`src/inc/pcp_pkg.sv`:
```
// Constants, types and configuration struct of the PCM highway companding port
package pcp_pkg;
   localparam logic [9:0]  PCP_CNT_RST      = 10'h000;
   localparam logic [9:0]  PCP_CNT_MAX      = 10'h3ff;
   localparam logic [3:0]  PCP_LAST_WIDE    = 4'hf;
   localparam logic [3:0]  PCP_LAST_NARROW  = 4'h7;
   localparam logic [3:0]  PCP_LEFT_RST     = 4'h0;
   localparam logic [15:0] PCP_WORD_RST     = 16'h0000;
   localparam logic [13:0] PCP_MU_CLIP      = 14'h1fde;
   localparam logic [13:0] PCP_MU_BIAS      = 14'h0021;
   localparam logic [12:0] PCP_A_CLIP       = 13'h0fff;
   localparam logic [12:0] PCP_A_STEP_BIAS  = 13'h0020;
   localparam logic [7:0]  PCP_A_XOR        = 8'h55;
   localparam logic [7:0]  PCP_MU_FULL      = 8'h80;
   localparam logic [7:0]  PCP_A_FULL       = 8'haa;
   localparam logic [15:0] PCP_LIN_POS_FULL = 16'h7fff;
   localparam logic [15:0] PCP_MU_TOP_LIN   = 16'h7d7c;
   localparam logic [15:0] PCP_A_TOP_LIN    = 16'h7e00;

   typedef enum logic [1:0] {
      PCP_FMT_ALAW   = 2'b00,
      PCP_FMT_MULAW  = 2'b01,
      PCP_FMT_LINEAR = 2'b10
   } pcp_fmt_e;

   typedef enum logic {
      PCP_TX_IDLE  = 1'b0,
      PCP_TX_SHIFT = 1'b1
   } pcp_tx_e;

   typedef enum logic {
      PCP_RX_IDLE   = 1'b0,
      PCP_RX_ACTIVE = 1'b1
   } pcp_rx_e;

   typedef struct packed {
      logic [9:0] tx_slot_start_count;
      logic [9:0] rx_slot_start_count;
      logic       wide_sample_select;
      logic       double_clock_mode;
      logic       tristate_edge_select;
      pcp_fmt_e   companding_format_select;
   } pcp_cfg_s;
endpackage : pcp_pkg

```
`src/hw/pcp_codec.sv`:
```
// Companding encoder and expander for mu-law, A-law and linear samples
`timescale 1ns/1ps
module pcp_codec (
   input  wire pcp_pkg::pcp_fmt_e fmt,
   input  wire logic              wide,
   input  wire logic [15:0]       lin_in,
   input  wire logic [15:0]       code_in,
   output logic      [15:0]       tx_word,
   output logic      [15:0]       rx_lin
);
   import pcp_pkg::*;

   // (RQ15) Mu-law encode, biased segment search
   function automatic logic [7:0] mu_enc(input logic [15:0] s);
      logic        neg;
      logic [13:0] x;
      logic [13:0] mag;
      logic [13:0] b;
      logic [13:0] t;
      logic [2:0]  seg;
      neg = s[15];
      x   = s[15:2];
      mag = neg ? 14'(~x + 14'h0001) : x;
      if (mag > PCP_MU_CLIP) mag = PCP_MU_CLIP;
      b   = 14'(mag + PCP_MU_BIAS);
      seg = 3'h0;
      for (int i = 0; i < 8; i++) begin
         if (b[i+5]) seg = 3'(i);
      end
      t = b >> ({1'b0, seg} + 4'h1);
      // (RQ13) Sign low when negative, magnitude inverted
      return {~neg, ~seg, ~t[3:0]};
   endfunction : mu_enc

   // (RQ16) A-law encode over eight segments
   function automatic logic [7:0] a_enc(input logic [15:0] s);
      logic        neg;
      logic [12:0] x;
      logic [12:0] mag;
      logic [12:0] t;
      logic [2:0]  seg;
      neg = s[15];
      x   = s[15:3];
      mag = neg ? 13'(~x + 13'h0001) : x;
      if (mag > PCP_A_CLIP) mag = PCP_A_CLIP;
      seg = 3'h0;
      t   = mag >> 1;
      if (mag[11:5] != 7'h00) begin
         for (int i = 1; i < 8; i++) begin
            if (mag[i+4]) seg = 3'(i);
         end
         t = mag >> seg;
      end
      // (RQ14) Even bits inverted, sign low when negative
      return {~neg, seg, t[3:0]} ^ PCP_A_XOR;
   endfunction : a_enc

   // (RQ15) Mu-law expand to decode level
   function automatic logic [15:0] mu_dec(input logic [7:0] c);
      logic [2:0]  seg;
      logic [3:0]  st;
      logic [13:0] m;
      logic [15:0] v;
      seg = ~c[6:4];
      st  = ~c[3:0];
      m   = 14'({9'h000, st, 1'b1} + PCP_MU_BIAS - 14'h0001);
      m   = 14'(m << seg);
      m   = 14'(m - PCP_MU_BIAS);
      v   = {m, 2'b00};
      return c[7] ? v : 16'(~v + 16'h0001);
   endfunction : mu_dec

   // (RQ16) A-law expand to decode level
   function automatic logic [15:0] a_dec(input logic [7:0] c);
      logic [7:0]  t;
      logic [12:0] m;
      logic [15:0] v;
      t = c ^ PCP_A_XOR;
      m = {8'h00, t[3:0], 1'b1};
      if (t[6:4] != 3'h0) m = 13'((m + PCP_A_STEP_BIAS) << (t[6:4] - 3'h1));
      v = {m, 3'b000};
      return t[7] ? v : 16'(~v + 16'h0001);
   endfunction : a_dec

   // (RQ11) Format select, (RQ9) wide linear bypass, (RQ12) 8-bit code layout
   always_comb begin
      tx_word = {lin_in[15:8], 8'h00};
      rx_lin  = {code_in[7:0], 8'h00};
      if (wide) begin
         tx_word = lin_in;
         rx_lin  = code_in;
      end else if (fmt == PCP_FMT_MULAW) begin
         tx_word = {mu_enc(lin_in), 8'h00};
         rx_lin  = mu_dec(code_in[7:0]);
      end else if (fmt == PCP_FMT_ALAW) begin
         tx_word = {a_enc(lin_in), 8'h00};
         rx_lin  = a_dec(code_in[7:0]);
      end
   end
endmodule : pcp_codec

```
`src/hw/pcp_port.sv`:
```
// PCM highway timeslot port with companding stage
// Summary of operation
// (RQ1) Frames of 4 to 128 slots from clock/sync
// (RQ2) Master supplies bit clock at listed rates
// (RQ3) Separate transmit and receive start counts
// (RQ4) Start when count equals start; else none
// (RQ5) Short sync start 1, long sync start 0
// (RQ6) Second B channel uses start count 10
// (RQ7) Transmit output driven only during own sample
// (RQ8) Edge select picks release edge
// (RQ9) Wide select sends 16-bit linear samples
// (RQ10) Double clock holds each bit two cycles
// (RQ11) Mu-law, A-law or linear format select
// (RQ12) Code is sign, three segment, four step
// (RQ13) Mu-law inverts magnitude, full scale 80h
// (RQ14) A-law inverts even bits, full scale AAh
// (RQ15) Mu-law to 8159, top decodes 8031
// (RQ16) A-law to 4096, top decodes 4032
// (RQ17) Bit clock synchronous to 8 kHz sync
// (RQ18) Samples shifted most significant bit first
`timescale 1ns/1ps
module pcp_port (
   input  wire  logic              mclk,
   input  wire  logic              nrst,
   input  wire  logic              ce,
   input  wire  pcp_pkg::pcp_cfg_s cfg,
   input  wire  logic              pcm_bit_clock,
   input  wire  logic              frame_sync_pulse,
   input  wire  logic              receive_data_in,
   input  wire  logic [15:0]       tx_sample,
   output logic                    transmit_data_out,
   output logic                    transmit_data_oe,
   output logic                    tx_sample_taken,
   output logic [15:0]             rx_sample,
   output logic                    rx_sample_valid
);
   import pcp_pkg::*;

   logic        pclk_q, pclk_d, fs_prev_q, fs_prev_d, live_q, live_d;
   logic [9:0]  cnt_q, cnt_d;
   logic        rise, fall, fs_start, tx_hit, rx_hit, dbl, tri_late;
   logic [15:0] tx_word, rx_lin, rx_word;
   pcp_tx_e     tx_st_q, tx_st_d;
   logic [15:0] sh_q, sh_d;
   logic [3:0]  left_q, left_d;
   logic        half_q, half_d, tdo_q, tdo_d, oe_q, oe_d, taken_q, taken_d;
   pcp_rx_e     rx_st_q, rx_st_d;
   logic [15:0] rsh_q, rsh_d, rxs_q, rxs_d;
   logic [3:0]  rleft_q, rleft_d;
   logic        rhalf_q, rhalf_d, rvalid_q, rvalid_d;

   assign rise     = pcm_bit_clock & ~pclk_q;
   assign fall     = ~pcm_bit_clock & pclk_q;
   assign fs_start = rise & frame_sync_pulse & ~fs_prev_q;
   assign dbl      = cfg.double_clock_mode;
   assign tri_late = cfg.tristate_edge_select;
   assign rx_word  = {rsh_q[14:0], receive_data_in};

   pcp_codec u_codec (
      .fmt     (cfg.companding_format_select),
      .wide    (cfg.wide_sample_select),
      .lin_in  (tx_sample),
      .code_in (rx_word),
      .tx_word (tx_word),
      .rx_lin  (rx_lin)
   );

   // (RQ1) Bit counter restarted by frame sync
   // (RQ17) Counts rely on clock locked to sync
   always_comb begin
      pclk_d    = pcm_bit_clock;
      fs_prev_d = fs_prev_q;
      cnt_d     = cnt_q;
      live_d    = live_q;
      if (rise) begin
         fs_prev_d = frame_sync_pulse;
         // (RQ5) Sync edge marks count zero
         if (fs_start) begin
            cnt_d  = PCP_CNT_RST;
            live_d = 1'b1;
         end else if (live_q) begin
            if (cnt_q == PCP_CNT_MAX) live_d = 1'b0;
            else cnt_d = 10'(cnt_q + 10'h001);
         end
      end
   end

   // (RQ3) Independent start compares
   // (RQ4) Match starts transfer, beyond frame never
   // (RQ6) Any start count such as 10 accepted
   assign tx_hit = rise & live_d & (cnt_d == cfg.tx_slot_start_count);
   assign rx_hit = rise & live_d & (cnt_d == cfg.rx_slot_start_count);

   always_ff @(posedge mclk or negedge nrst) begin
      if (!nrst) begin
         pclk_q    <= 1'b0;
         fs_prev_q <= 1'b0;
         cnt_q     <= PCP_CNT_RST;
         live_q    <= 1'b0;
      end else if (ce) begin
         pclk_q    <= pclk_d;
         fs_prev_q <= fs_prev_d;
         cnt_q     <= cnt_d;
         live_q    <= live_d;
      end
   end

   // Transmit slot engine
   always_comb begin
      tx_st_d = tx_st_q;
      sh_d    = sh_q;
      left_d  = left_q;
      half_d  = half_q;
      tdo_d   = tdo_q;
      oe_d    = oe_q;
      taken_d = 1'b0;
      case (tx_st_q)
         PCP_TX_IDLE: begin
            // (RQ9) Width from wide select
            if (tx_hit) begin
               tx_st_d = PCP_TX_SHIFT;
               sh_d    = tx_word;
               tdo_d   = tx_word[15];
               oe_d    = 1'b1;
               left_d  = cfg.wide_sample_select ? PCP_LAST_WIDE : PCP_LAST_NARROW;
               half_d  = 1'b0;
               taken_d = 1'b1;
            end
         end
         PCP_TX_SHIFT: begin
            if (rise) begin
               // (RQ10) Hold bit for second clock
               if (dbl && !half_q) begin
                  half_d = 1'b1;
               end else begin
                  half_d = 1'b0;
                  // (RQ8) Late release on rising edge
                  if (left_q == PCP_LEFT_RST) begin
                     tx_st_d = PCP_TX_IDLE;
                     oe_d    = 1'b0;
                     tdo_d   = 1'b0;
                  end else begin
                     // (RQ18) Next lower bit out
                     sh_d   = {sh_q[14:0], 1'b0};
                     tdo_d  = sh_q[14];
                     left_d = 4'(left_q - 4'h1);
                  end
               end
            // (RQ8) Early release on falling edge of last bit
            end else if (fall && !tri_late && left_q == PCP_LEFT_RST && (!dbl || half_q)) begin
               tx_st_d = PCP_TX_IDLE;
               oe_d    = 1'b0;
               tdo_d   = 1'b0;
            end
         end
         default: begin
            tx_st_d = PCP_TX_IDLE;
            oe_d    = 1'b0;
         end
      endcase
   end

   always_ff @(posedge mclk or negedge nrst) begin
      if (!nrst) begin
         tx_st_q <= PCP_TX_IDLE;
         sh_q    <= PCP_WORD_RST;
         left_q  <= PCP_LEFT_RST;
         half_q  <= 1'b0;
         tdo_q   <= 1'b0;
         oe_q    <= 1'b0;
         taken_q <= 1'b0;
      end else if (ce) begin
         tx_st_q <= tx_st_d;
         sh_q    <= sh_d;
         left_q  <= left_d;
         half_q  <= half_d;
         tdo_q   <= tdo_d;
         oe_q    <= oe_d;
         taken_q <= taken_d;
      end
   end

   // Receive slot engine, samples on falling edges
   always_comb begin
      rx_st_d  = rx_st_q;
      rsh_d    = rsh_q;
      rleft_d  = rleft_q;
      rhalf_d  = rhalf_q;
      rxs_d    = rxs_q;
      rvalid_d = 1'b0;
      case (rx_st_q)
         PCP_RX_IDLE: begin
            if (rx_hit) begin
               rx_st_d = PCP_RX_ACTIVE;
               rleft_d = cfg.wide_sample_select ? PCP_LAST_WIDE : PCP_LAST_NARROW;
               rhalf_d = 1'b0;
            end
         end
         PCP_RX_ACTIVE: begin
            if (fall) begin
               // (RQ10) Sample in second clock of bit
               if (dbl && !rhalf_q) begin
                  rhalf_d = 1'b1;
               end else begin
                  rhalf_d = 1'b0;
                  // (RQ18) Shift in behind earlier bits
                  rsh_d   = rx_word;
                  if (rleft_q == PCP_LEFT_RST) begin
                     rx_st_d  = PCP_RX_IDLE;
                     rxs_d    = rx_lin;
                     rvalid_d = 1'b1;
                  end else begin
                     rleft_d = 4'(rleft_q - 4'h1);
                  end
               end
            end
         end
         default: rx_st_d = PCP_RX_IDLE;
      endcase
   end

   always_ff @(posedge mclk or negedge nrst) begin
      if (!nrst) begin
         rx_st_q  <= PCP_RX_IDLE;
         rsh_q    <= PCP_WORD_RST;
         rleft_q  <= PCP_LEFT_RST;
         rhalf_q  <= 1'b0;
         rxs_q    <= PCP_WORD_RST;
         rvalid_q <= 1'b0;
      end else if (ce) begin
         rx_st_q  <= rx_st_d;
         rsh_q    <= rsh_d;
         rleft_q  <= rleft_d;
         rhalf_q  <= rhalf_d;
         rxs_q    <= rxs_d;
         rvalid_q <= rvalid_d;
      end
   end

   // (RQ7) Output enable only from slot engine
   assign transmit_data_out = tdo_q;
   assign transmit_data_oe  = oe_q;
   assign tx_sample_taken   = taken_q;
   assign rx_sample         = rxs_q;
   assign rx_sample_valid   = rvalid_q;
endmodule : pcp_port

```
`config.mk`:
```
export PLATFORM = sky130hd
export DESIGN_NAME = pcp_port
export DESIGN_NICKNAME = d
export VERILOG_FILES = /design/src/inc/pcp_pkg.sv /design/src/hw/pcp_codec.sv /design/src/hw/pcp_port.sv
export SDC_FILE = /design/constraint.sdc
export NUM_CORES = 1
export LEC_CHECK = 0
export BUFFER_PORTS_ARGS = -buffer_cell sky130_fd_sc_hd__buf_2
export CORE_MARGIN = 2
export CORE_UTILIZATION = 50
export DETAILED_ROUTE_END_ITERATION = 8
export PLACE_DENSITY = 0.68
export RECOVER_POWER = 25
export REMOVE_ABC_BUFFERS = 1
export SETUP_SLACK_MARGIN = 0.02
export SLEW_MARGIN = 20
export SYNTH_ARGS = -nofsm -noshare
export SYNTH_HDL_FRONTEND = slang
export SYNTH_HIERARCHICAL = 1
export SYNTH_SLANG_ARGS = --single-unit
```
`constraint.sdc`:
```
create_clock -name mclk -period 5.35 [get_ports mclk]
set_clock_uncertainty 0.15 [all_clocks]
set_input_delay 0.2675 -clock mclk [delete_from_list [all_inputs] [get_ports mclk]]
set_output_delay 0.2675 -clock mclk [all_outputs]
set_load 0.02 [all_outputs]
```
; Word-level counts from Yosys, hierarchy flattened
; Cells that the tools add are included.
[totals]
register_bits = 75
input_bits = 47
out_inout_bits = 20
[op_classes]
n_addsub = 14
magnitude_cmp = 2
eq_ne = 15
shift = 4
n_mux = 108
bitwise = 24
reduce_logical = 24
[op_table]
columns = operator, count
row1 = $mux 16, 8
row2 = $mux 13, 9
row3 = $mux 15, 4
row4 = $mux 14, 4
row5 = $mux 3, 18
row6 = $mux 4, 13
row7 = $mux 10, 4
row8 = $mux 1, 35
row9 = $add 16x1->16 const B, 2
row10 = $not 16->16, 2
row11 = $pmux 15 s2, 1
row12 = $eq 10x10->1, 2
row13 = $reduce_and 5->1, 4
row14 = $ne 2x2->1 const B, 8
row15 = $not 4->4, 4
row16 = $pmux 4 s2, 2
row17 = $add 14x1->14 const B, 1
row18 = $add 14x6->14 const B, 1
row19 = $add 5x6->7 const B, 2
row20 = $gt 14x13->1 const B, 1
row21 = $not 14->14, 1
row22 = $shl 14x3->14, 1
row23 = $shr 14x4->4, 1
row24 = $sub 14x1->14 const B, 1
row25 = 29 further kinds, 62

; Longest topological paths before layout
; Gate-level depths: netlist of the first run.
[depth]
depth_word = 30
depth_mapped = 26
mapped_depth_nobuf = 21

; Cells and area by module
; The synthesis of the first run kept the hierarchy.
[modules_own_cells]
columns = module, n_inst, cells_each, area_per_inst_um2, seq_area_each_um2
row1 = pcp_port, 1, 465, 4663.2, 1876.8
row2 = pcp_codec, 1, 643, 4107.7, 0.0

; Worst setup path after synthesis of the first run
; No wires, ideal clock.
[synth_timing]
path_type = input port to flip-flop
from = input port tx_sample[4]
to = register sh_q[11]
setup_time_ns = 0.125
arrival_ns = 5.388
required_time_ns = 5.075
setup_slack_ns = -0.313
path_stages = 24
n_path_buf = 3
path_cell_list = buf_2 > inv_1 > ha_1 > or4b_1 > o41ai_2 > xnor2_1 > o21ai_1 > or2_0 > buf_6 > o2111ai_1 > ha_1 > clkbuf_1 > inv_1 > a311oi_1 > a2bb2oi_1 > nor3_1 > a211o_1 > o31a_1 > o21ai_4 > mux2i_1 > a221o_1 > a2bb2oi_1 > mux2_2 > mux2_4
[synth_via]
elab_chain_len = 29
[synth_lines]
columns = element, line_no
row1 = start: declaration, pcp_port.sv:30  ; input wire logic [15:0] tx_sample,
row2 = "parallel branches: the longest is 25 deep, another holds $add 14x1->14", n/a
row3 = $mux 16 *, pcp_codec.sv:92  ; end else if (fmt == PCP_FMT_MULAW) begin
row4 = $mux 16 *, pcp_codec.sv:89  ; if (wide) begin
row5 = net tx_word[11], pcp_port.sv:42  ; logic [15:0] tx_word, rx_lin, rx_word;
row6 = $mux 15 *, pcp_port.sv:120  ; if (tx_hit) begin
row7 = $pmux 15 s2 *, pcp_port.sv:117  ; case (tx_st_q)
row8 = end signal: assignment, pcp_port.sv:166  ; sh_q <= PCP_WORD_RST;
row9 = end signal: assignment, pcp_port.sv:174  ; sh_q <= sh_d;
row10 = end: declaration, pcp_port.sv:44  ; logic [15:0] sh_q, sh_d;
; Mark *: on every way through the listed nets, which the timed path passes. The select of a mux whose other input is x is not followed.
; A chain may end at the register's enable or synchronous reset.

; Worst setup path in the final report of the first run
[layout_timing]
from = input port tx_sample[3]
to = register sh_q[9]
; Same word-level chain as after synthesis.

==> reports/qor.csv, run 1 <==
stage;metric;value;unit
global_route;via count of the first global-routing pass;8100;
routing;vias per cell;6.42;
routing;Pre-antenna DRT Iters;7;
floorplan;Die ar.;18600;sq um
yosys;post-synthesis instance total;1108;
power;Tot Pwr;0.00174;W
yosys;Primary FF master, synth;dfrtp_1;
finish;area grow syn2layout;11.1;%
floorplan;num rows;48;
cts;Reg clk slew, reported paths;60;ps
run_status;status;finished with violations;
worst_setup_path;crit end category;flip-flop;
sta;unrepaired setup endpoints after global routing;false;
yosys;asr flop ratio synth;1.00;
routing;antenna-violating nets left;0;
cts;worst skew pair latency;340;ps
sta;Tmin final;5000;ps
yosys;Syn Std Cell Area;8770;sq um
finish;nets;1233;
power;Peak VDD IR;0.000140;V
routing;Wirelength per Cell;18.5;um
worst_setup_path;Critical Path End;sh_q[9]$_DFFE_PN0P_;
cts;TritonCTS Buffers;9;
routing;DRC viols;0;
power;Pleak;4.08;nW
sta;measured slew at the worst slew-check pin;4030;ps
yosys;Synth cell types;99;
finish;Post-Layout Inst Area;9750;sq um
yosys;synth warn;6;
sta;Max Slew Vio Count;76;
cts;CTS tree;done;
routing;1st-iter DRT viols;884;
floorplan;die width;136;um
worst_setup_path;WP data required;5420;ps
yosys;main area contributors after synthesis;dfrtp_1 (21%), mux2_2 (7.4%), o21ai_0 (5.1%);
placed_design;Post-DP HPWL;19.3;mm
floorplan;Ports;67;
cts;Clock Tree Root;clkbuf_16;
worst_setup_path;CP Cell Sequence;buf_2, inv_1, ha_1, or4b_1, o41ai_4, xnor2_1, o21ai_1, or2_0, o2111ai_1, ha_1, inv_1, a311oi_2, a2bb2oi_1, nor3_1, a211o_1, buf_4, o31ai_1, a21oi_1, o2111ai_1, a31o_2, o221ai_1, mux2_2, mux2_4;
placed_design;Place WS;-85.3;ps
worst_setup_path;R2R Path End;rx_sample[15]$_DFFE_PN0P_;
flow_run;Max-Cap Viols;1;
sta;Finish-stage setup viols;0;
worst_setup_path;reg2reg start;rsh_q[5]$_DFFE_PN0P_;
worst_setup_path;CP peak stage delay;540;ps
yosys;sequential share of the synthesized area;0.214;
finish;# diodes;0;
sta;setup tns final;0;ps
worst_setup_path;CP startpoint kind;primary input;
global_route;Tot GR Track Use;0.277;
sta;Final Hold Viols;0;
yosys;Yosys top cell area share;0.214;
yosys;register bit total from synthesis;75;
yosys;Post-synth EDFFs;0;
min_path;Hold WC Path Type;primary input to flip-flop;
worst_setup_path;reg2reg path depth;14;
placed_design;Final Wtd Congestion;0.996;
yosys;area leader, netlist;dfrtp_1;
floorplan;Core Box Area;17200;sq um
routing;drt total wl;25.9;mm
global_route;first-pass GRT wire length;41.7;mm
power;pwr dens;178;nW/um^2
floorplan;Starting Density;0.509;
worst_setup_path;Setup Crit Path Kind;primary input to flip-flop;
sta;hold slack final;138;ps
global_route;pin count of the biggest net entering global routing;76;
worst_setup_path;Critical Path AT;5070;ps
global_route;antenna violations before repair;0;
global_route;total global routing overflow;0;
cts;deepest clock path buffer count;2;
worst_setup_path;CP delay by family, top;compound AO/OA/AOI/OAI gates;
worst_setup_path;Crit Path Max Fanout;4;
worst_setup_path;Slowest cell on crit path;or4b_1;
sta;highest clock rate;200;MHz
routing;Vias;8978;
sta;setup slack after layout;351;ps
floorplan;Die Y;136;um
finish;layout cells sized above 1;0.193;
worst_setup_path;CP Depth;23;
worst_setup_path;CP bufs+invs;4;
sta;Worst slew margin;-1.69;
placed_design;Port Buffer Count;66;
placed_design;placed cell areas;9450;sq um
worst_setup_path;R2R Setup Slk;750;ps
cts;H-Tree Depth;3;
yosys;synthesized area per cell;7.92;sq um
run_status;failing checks;capacitance limit, slew limit;
cts;clk sink count;75;
worst_setup_path;crit path from;tx_sample[3];
sta;final worst-path cycle share;0.934;
==> Yosys cell counts (all sizes together), types with 29 or more instances <==
cell and number:
a21oi 67, buf 31, xnor2 34, nand3 45
mux2i 29, inv 38, dfrtp 75, mux2 67
o21ai 97, nor2 65, clkbuf 47, nand2 98
==> flip-flops by register name, summed over array words and instances (netlist names) <==
register and flops:
tx_st_q 1, rx_sample_valid 1, rx_st_q 1, transmit_data_oe 1, fs_prev_q 1, rsh_q 15, transmit_data_out 1, half_q 1
sh_q 15, rx_sample 16, rhalf_q 1, rleft_q 4, pclk_q 1, live_q 1, left_q 4, cnt_q 10
tx_sample_taken 1
==> worst min-delay path by stage <==
stage                                    end  depth (start not counted)             startpoint
finish                   rhalf_q$_DFFE_PN0P_                          3                 cfg[3]
global route             rhalf_q$_DFFE_PN0P_                          3                 cfg[3]
CTS                      rhalf_q$_DFFE_PN0P_                          3                 cfg[3]
detailed placement  rx_sample[0]$_DFFE_PN0P_                          1                   nrst
global placement       fs_prev_q$_DFFE_PN0P_                          2  fs_prev_q$_DFFE_PN0P_
floorplan               cnt_q[0]$_DFFE_PN0P_                          0                   nrst
==> tightest hold or removal path, delay by kind of cell <==
kind                   cells  cell delay (ps)
and+or+nand+nor            1               90
buffers and inverters      1              130
AOI/OAI and AO/OA          1               90
==> layout make-up <==
cell class                 instances  area, sq um
inverter                          39          146
fill                            1671         7490
timing repair buffer             127          779
sequential                        75         1880
multi-input combinational        916         6380
tap                              225          282
clock buffer                       9          225
clock inverter                     7         58.8
==> placed cells by master (no fill, tap or decap), types with 6 or more instances in the layout <==
cell and count:
nand2_1 98, o21ai_0 90, dfrtp_1 75, a21oi_1 67, nor2_1 65, mux2_2 58
buf_4 58, buf_2 45, nand3_1 44, inv_1 37, xnor2_1 34, mux2i_1 29
nand2b_1 24, and2_1 23, nor3_1 21, clkbuf_1 21, and3_1 19, xor2_1 19
ha_1 18, a31oi_1 17, a211oi_1 16, nor2b_1 15, nand4_1 15, o211ai_1 11
o31ai_1 9, or4_1 9, or3_1 9, a22oi_1 9, mux2_4 9, clkbuf_16 9
or2_2 9, nor3b_1 8, and4_1 8, nand3b_1 7, nor4_1 7, a21o_1 7
o2111ai_1 7, o21ai_1 6
==> routing by layer <==
layer / vias to the layer above / wire [um] / part of all wire / global-route usage
li1: 4300 / - / - / -
met1: 4290 / 11800 / 0.46 / 0.392
met2: 351 / 12400 / 0.48 / 0.455
met5: - / 0 / 0 / 0
met4: 0 / 375 / 0.014 / 0.0584
met3: 37 / 1370 / 0.053 / 0.0324
==> cell families after synthesis <==
kind of cell,count (synthesis),synth area share
simple gates,402,0.244
compound gates,344,0.272
buf+inv,117,0.0613
mux,99,0.131
flops,75,0.214
xor+xnor,53,0.0529
fa+ha+maj,18,0.0257
==> what timing repair did <==
item,CTS,global route
setup buffers,0,0
gates resized for setup,0,3
endpoints found under the hold margin,76,0
hold buffers,2,0
endpoints found under the setup margin,0,4
==> where the power goes <==
| part | switching, W | internal (W) |
|---|---|---|
| clock network | 0.000259 | 0.000322 |
| registers | 0.0000370 | 0.000584 |
| logic | 0.000321 | 0.000216 |
==> per-stage QoR <==
| stage | utilization | std cells |
|---|---|---|
| 5_1_grt | 0.565 | 1398 |
| 4_1_cts | 0.566 | 1398 |
| 6_report | 0.565 | 1398 |
| 2_1_floorplan | - | 1030 |
| 3_3_place_gp | 0.548 | 1380 |
| 3_5_place_dp | 0.548 | 1380 |
No activity file was read; power rests on OpenSTA's default activity.
==> inputs of run 2 (changes only) <==
--- a/config.mk
+++ b/config.mk
@@ -7,9 +7,9 @@
 export LEC_CHECK = 0
 export BUFFER_PORTS_ARGS = -buffer_cell sky130_fd_sc_hd__buf_2
 export CORE_MARGIN = 2
-export CORE_UTILIZATION = 50
+export CORE_UTILIZATION = 63
 export DETAILED_ROUTE_END_ITERATION = 8
-export PLACE_DENSITY = 0.68
+export PLACE_DENSITY = 0.83
 export RECOVER_POWER = 25
 export REMOVE_ABC_BUFFERS = 1
 export SETUP_SLACK_MARGIN = 0.02
==> reports/qor.csv, run 2 (same netlist as run 1, synthesis figures left out) <==
stage;metric;value;unit
floorplan;Core Box Area;13700;sq um
run_status;status;finished with violations;
sta;Finish-stage setup viols;0;
routing;vias per cell;6.79;
sta;unrepaired setup endpoints after global routing;false;
cts;deepest clock path buffer count;2;
finish;most common cell after layout, fill and taps aside;nand2_1;
worst_setup_path;Crit Path Max Fanout;4;
finish;commonest cells after routing, fill and taps aside;nand2_1 (98), o21ai_0 (90), dfrtp_1 (75);
cts;Clock Tree Root;clkbuf_16;
global_route;pin count of the biggest net entering global routing;76;
worst_setup_path;CP startpoint kind;primary input;
cts;clk sink count;75;
sta;final worst-path cycle share;0.941;
routing;drt total wl;25.6;mm
finish;Util after Layout;0.704;
cts;worst skew pair latency;340;ps
sta;Tmin final;5030;ps
placed_design;Final Wtd Congestion;1.01;
finish;Filler Cell Count;1158;
cts;Reg clk slew, reported paths;70;ps
finish;nets;1230;
worst_setup_path;Critical Path AT;5110;ps
floorplan;Starting Density;0.639;
routing;Wirelength per Cell;18.9;um
worst_setup_path;CP peak stage delay;450;ps
floorplan;Ports;67;
floorplan;Die Y;122;um
worst_setup_path;CP bufs+invs;5;
routing;DRC viols;0;
sta;highest clock rate;199;MHz
sta;setup tns final;0;ps
sta;measured slew at the worst slew-check pin;4010;ps
global_route;total global routing overflow;0;
global_route;antenna violations before repair;0;
sta;setup slack after layout;316;ps
cts;H-Tree Depth;3;
worst_setup_path;crit end category;flip-flop;
worst_setup_path;CP Cell Sequence;buf_2, inv_1, ha_1, nor2b_1, or3_1, a2111oi_2, buf_4, o2111ai_2, or2_0, o2111ai_1, ha_1, inv_1, a311oi_1, buf_4, a2bb2oi_2, nor3_1, a211o_1, o31a_1, o21ai_4, mux2i_1, a221o_1, a2bb2oi_1, mux2_2, mux2_4;
floorplan;Die ar.;14900;sq um
worst_setup_path;WP data required;5430;ps
worst_setup_path;CP delay by family, top;compound AO/OA/AOI/OAI gates;
power;Pleak;4.06;nW
worst_setup_path;R2R Setup Slk;710;ps
floorplan;num rows;43;
floorplan;die width;122;um
global_route;first-pass GRT wire length;40.5;mm
global_route;Tot GR Track Use;0.337;
global_route;via count of the first global-routing pass;8401;
finish;Post-Layout Inst Area;9660;sq um
placed_design;Post-DP HPWL;18.6;mm
flow_run;Max-Cap Viols;1;
worst_setup_path;Slowest cell on crit path;a2111oi_2;
cts;CTS tree;done;
run_status;failing checks;capacitance limit, slew limit;
sta;hold slack final;183;ps
routing;Vias;9167;
power;pwr dens;179;nW/um^2
placed_design;Place WS;-101;ps
sta;Worst slew margin;-1.68;
finish;Largest register FFs;16;
finish;# diodes;0;
cts;TritonCTS Buffers;9;
placed_design;placed cell areas;9360;sq um
sta;Max Slew Vio Count;76;
worst_setup_path;Setup Crit Path Kind;primary input to flip-flop;
finish;area grow syn2layout;10.2;%
routing;antenna-violating nets left;0;
placed_design;Port Buffer Count;66;
finish;layout cells sized above 1;0.192;
routing;Pre-antenna DRT Iters;5;
routing;1st-iter DRT viols;1011;
power;Peak VDD IR;0.000138;V
sta;Final Hold Viols;0;
min_path;Hold WC Path Type;primary input to flip-flop;
## run 2: cell count changes in the layout (fill, tap and decap cells not counted), sizes merged
cell,before,now
buf,104,101
clkinv,3,2
clkinvlp,1,2
## run 2: timing repair
action,in CTS,in global routing
endpoints found under the setup margin,0,4
hold buffers,2,0
gates resized for setup,0,5
hold endpoints to repair,76,0
buffers inserted,0,0
## run 2: power by group
group	switching (W)	total, W	internal, W
sequential	0.0000378	0.000621	0.000584
combinational	0.000317	0.000530	0.000214
clock	0.000259	0.000580	0.000321
## run 2: area by class of cell
class                           count  area (sq um)  area share
Tap cell                          180           225      0.0233
Timing Repair Buffer              124           744      0.0770
Sequential cell                    75          1880       0.194
Multi-Input combinational cell    916          6390       0.661
Clock buffer                        9           225      0.0233
Inverter                           39           146      0.0151
Clock inverter                      7          57.6     0.00596
## run 2: path summary, 6_finish.rpt
check | start | endpoint | depth (start not counted)
min reg2reg | fs_prev_q$_DFFE_PN0P_ | fs_prev_q$_DFFE_PN0P_ | 2
max in group asynchronous | nrst | sh_q[14]$_DFFE_PN0P_ | 2
min | cfg[3] | rhalf_q$_DFFE_PN0P_ | 3
min in group asynchronous | nrst | rsh_q[12]$_DFFE_PN0P_ | 2
max reg2reg | rsh_q[4]$_DFFE_PN0P_ | rx_sample[12]$_DFFE_PN0P_ | 15
max | tx_sample[3] | sh_q[11]$_DFFE_PN0P_ | 24
## run 2: metal layers
| metal | GRT usage | wire, um | vias up |
|---|---|---|---|
| li1 | - | - | 4287 |
| met5 | 0 | 0 | - |
| met3 | 0.0581 | 1810 | 83 |
| met2 | 0.548 | 11900 | 442 |
| met1 | 0.438 | 10900 | 4355 |
| met4 | 0.153 | 975 | 0 |
## run 2: through the flow
| stage | power (W) | cells |
|---|---|---|
| floorplan | 0.000945 | 1030 |
| global placement | 0.00114 | 1332 |
| detailed placement | 0.00114 | 1332 |
| CTS | 0.00173 | 1350 |
| global route | 0.00182 | 1350 |
| finish | 0.00173 | 1350 |
## run 2: worst register-to-register path, delay by kind of cell, from the launching register on
kind                       cells  cell delay [ps]
AOI/OAI and AO/OA              5             1490
xor gates and xnor gates       2              230
DFF                            1              730
and+or+nand+nor                4             1120
muxes                          3              630
adders and majority gates      1              200
==> inputs of run 3 (changes only) <==
--- a/config.mk
+++ b/config.mk
@@ -7,9 +7,9 @@
 export LEC_CHECK = 0
 export BUFFER_PORTS_ARGS = -buffer_cell sky130_fd_sc_hd__buf_2
 export CORE_MARGIN = 2
-export CORE_UTILIZATION = 63
+export CORE_UTILIZATION = 55
 export DETAILED_ROUTE_END_ITERATION = 8
-export PLACE_DENSITY = 0.83
+export PLACE_DENSITY = 0.74
 export RECOVER_POWER = 25
 export REMOVE_ABC_BUFFERS = 1
 export SETUP_SLACK_MARGIN = 0.02
==> reports/qor.csv, run 3 (same netlist as run 1, synthesis figures left out) <==
stage;metric;value;unit
power;Peak VDD IR;0.000160;V
finish;# diodes;0;
finish;Largest register FFs;16;
cts;Post-CTS Setup Inserts;0;
sta;hold slack final;135;ps
routing;drt total wl;26.0;mm
flow_run;Max-Cap Viols;1;
cts;deepest clock path buffer count;2;
run_status;failing checks;capacitance limit, slew limit;
power;switching share of power;0.350;
sta;Tmin final;5050;ps
run_status;status;finished with violations;
finish;Filler Cell Count;1454;
power;pwr dens;184;nW/um^2
routing;Pre-antenna DRT Iters;6;
worst_setup_path;Setup Crit Path Kind;primary input to flip-flop;
sta;Final Hold Viols;0;
routing;DRC viols;0;
finish;Cell Count, Final, Fillers Out;1386;
worst_setup_path;crit end category;flip-flop;
sta;measured slew at the worst slew-check pin;4100;ps
cts;Reg clk slew, reported paths;70;ps
power;Int Pwr;0.00116;W
power;Flop pwr share;0.346;
routing;Wirelength per Cell;18.8;um
finish;Post-Layout Inst Area;9740;sq um
worst_setup_path;reg2reg path depth;14;
floorplan;Core Box Area;15700;sq um
sta;Finish-stage setup viols;0;
worst_setup_path;reg2reg start;rsh_q[3]$_DFFE_PN0P_;
worst_setup_path;Slowest cell on crit path;or4b_4;
routing;vias per cell;6.52;
floorplan;Die ar.;17000;sq um
worst_setup_path;Critical Path AT;5140;ps
routing;antenna-violating nets left;0;
placed_design;Final Wtd Congestion;0.980;
floorplan;Ports;67;
global_route;total global routing overflow;0;
global_route;antenna violations before repair;0;
sta;Worst slew margin;-1.73;
power;NetSw;0.000628;W
min_path;hold path startpoint;cfg[3];
cts;H-Tree Depth;3;
power;combinational cell fraction of total power;0.294;
worst_setup_path;crit path from;tx_sample[3];
floorplan;num rows;46;
cts;worst skew pair latency;350;ps
worst_setup_path;CP peak stage delay;530;ps
worst_setup_path;R2R Setup Slk;940;ps
placed_design;Port Buffer Count;66;
floorplan;Die Y;130;um
worst_setup_path;CP startpoint kind;primary input;
finish;layout cells sized above 1;0.192;
sta;unrepaired setup endpoints after global routing;false;
finish;most common cell after layout, fill and taps aside;nand2_1;
cts;Clock Tree Root;clkbuf_16;
cts;CTS tree;done;
routing;Vias;9031;
floorplan;Starting Density;0.558;
sta;final worst-path cycle share;0.945;
placed_design;Inst Count DP;1368;
power;Tot Pwr;0.00179;W
finish;Util after Layout;0.620;
sta;highest clock rate;198;MHz
worst_setup_path;R2R Path End;rx_sample[10]$_DFFE_PN0P_;
global_route;pin count of the biggest net entering global routing;76;
finish;commonest cells after routing, fill and taps aside;nand2_1 (98), o21ai_0 (90), dfrtp_1 (75);
worst_setup_path;CP Cell Sequence;buf_2, inv_1, ha_1, or4b_4, o41ai_4, xnor2_1, o21ai_1, or2_0, o2111ai_1, ha_1, inv_1, a311oi_1, buf_4, a2bb2oi_1, nor3_1, a211o_1, o31a_1, o21ai_4, mux2i_1, a221o_1, a2bb2oi_1, mux2_2, mux2_4;
sta;Max Slew Vio Count;76;
cts;clk sink count;75;
worst_setup_path;Crit Path Max Fanout;5;
power;Clock power frac;0.359;
worst_setup_path;WP data required;5440;ps
placed_design;placed cell areas;9400;sq um
worst_setup_path;CP Depth;23;
worst_setup_path;Critical Path End;sh_q[11]$_DFFE_PN0P_;
finish;area grow syn2layout;11.0;%
worst_setup_path;CP delay by family, top;compound AO/OA/AOI/OAI gates;
min_path;Hold WC Path Type;primary input to flip-flop;
placed_design;Post-DP HPWL;19.1;mm
routing;1st-iter DRT viols;1100;
global_route;via count of the first global-routing pass;8054;
finish;nets;1230;
worst_setup_path;CP bufs+invs;4;
power;Pleak;4.08;nW
floorplan;die width;130;um
global_route;first-pass GRT wire length;40.8;mm
global_route;Tot GR Track Use;0.301;
cts;TritonCTS Buffers;9;
-- run 3: worst min-delay path, delay by kind of cell --
family                 cells  cell delay, ps
AO/OA/AOI/OAI              1              90
AND/OR/NAND/NOR            1              90
buffers and inverters      1             130
-- run 3: metal layers --
layer / track usage / share of wire
met1: 0.413 / 0.45
met2: 0.488 / 0.46
met3: 0.0418 / 0.062
met4: 0.103 / 0.028
met5: 0 / 0
-- run 3: power by group through the flow --
stage	combinational (W)	clock (W)	sequential, W
after floorplan	0.000327	0	0.000619
after global placement	0.000510	0	0.000628
after detailed placement	0.000510	0	0.000629
after CTS	0.000515	0.000653	0.000618
after global routing	0.000574	0.000677	0.000623
final	0.000527	0.000644	0.000621
-- run 3: cell type report --
class | instances | area [sq um] | share of cell area
clock buffers | 9 | 225 | 0.0231
clock inverters | 7 | 82.6 | 0.00848
inverters | 39 | 146 | 0.0150
multi-input cells | 916 | 6390 | 0.656
flip-flops and latches | 75 | 1880 | 0.193
well taps | 216 | 270 | 0.0278
repair buffers | 124 | 744 | 0.0765
-- run 3: how the worst min path moves through the flow --
stage                                  endpoint  depth (start not counted)
after global placement    fs_prev_q$_DFFE_PN0P_                          2
final                       rhalf_q$_DFFE_PN0P_                          3
after floorplan            cnt_q[0]$_DFFE_PN0P_                          0
after global routing        rhalf_q$_DFFE_PN0P_                          3
after detailed placement  fs_prev_q$_DFFE_PN0P_                          2
after CTS                   rhalf_q$_DFFE_PN0P_                          3
-- run 3: what timing repair did --
| item | 4_1_cts | 5_1_grt |
|---|---|---|
| hold buffers | 2 | 0 |
| gates resized for setup | 0 | 5 |
| endpoints found under the setup margin | 0 | 4 |
| hold endpoints to repair | 76 | 0 |
-- run 3: stage by stage --
step                      TNS [ps]  worst slack (ps)
final                            0               295
after global routing             0              9.03
after CTS                        0               295
after detailed placement      -164             -82.1
after global placement           0              50.6
after floorplan               -173              -161
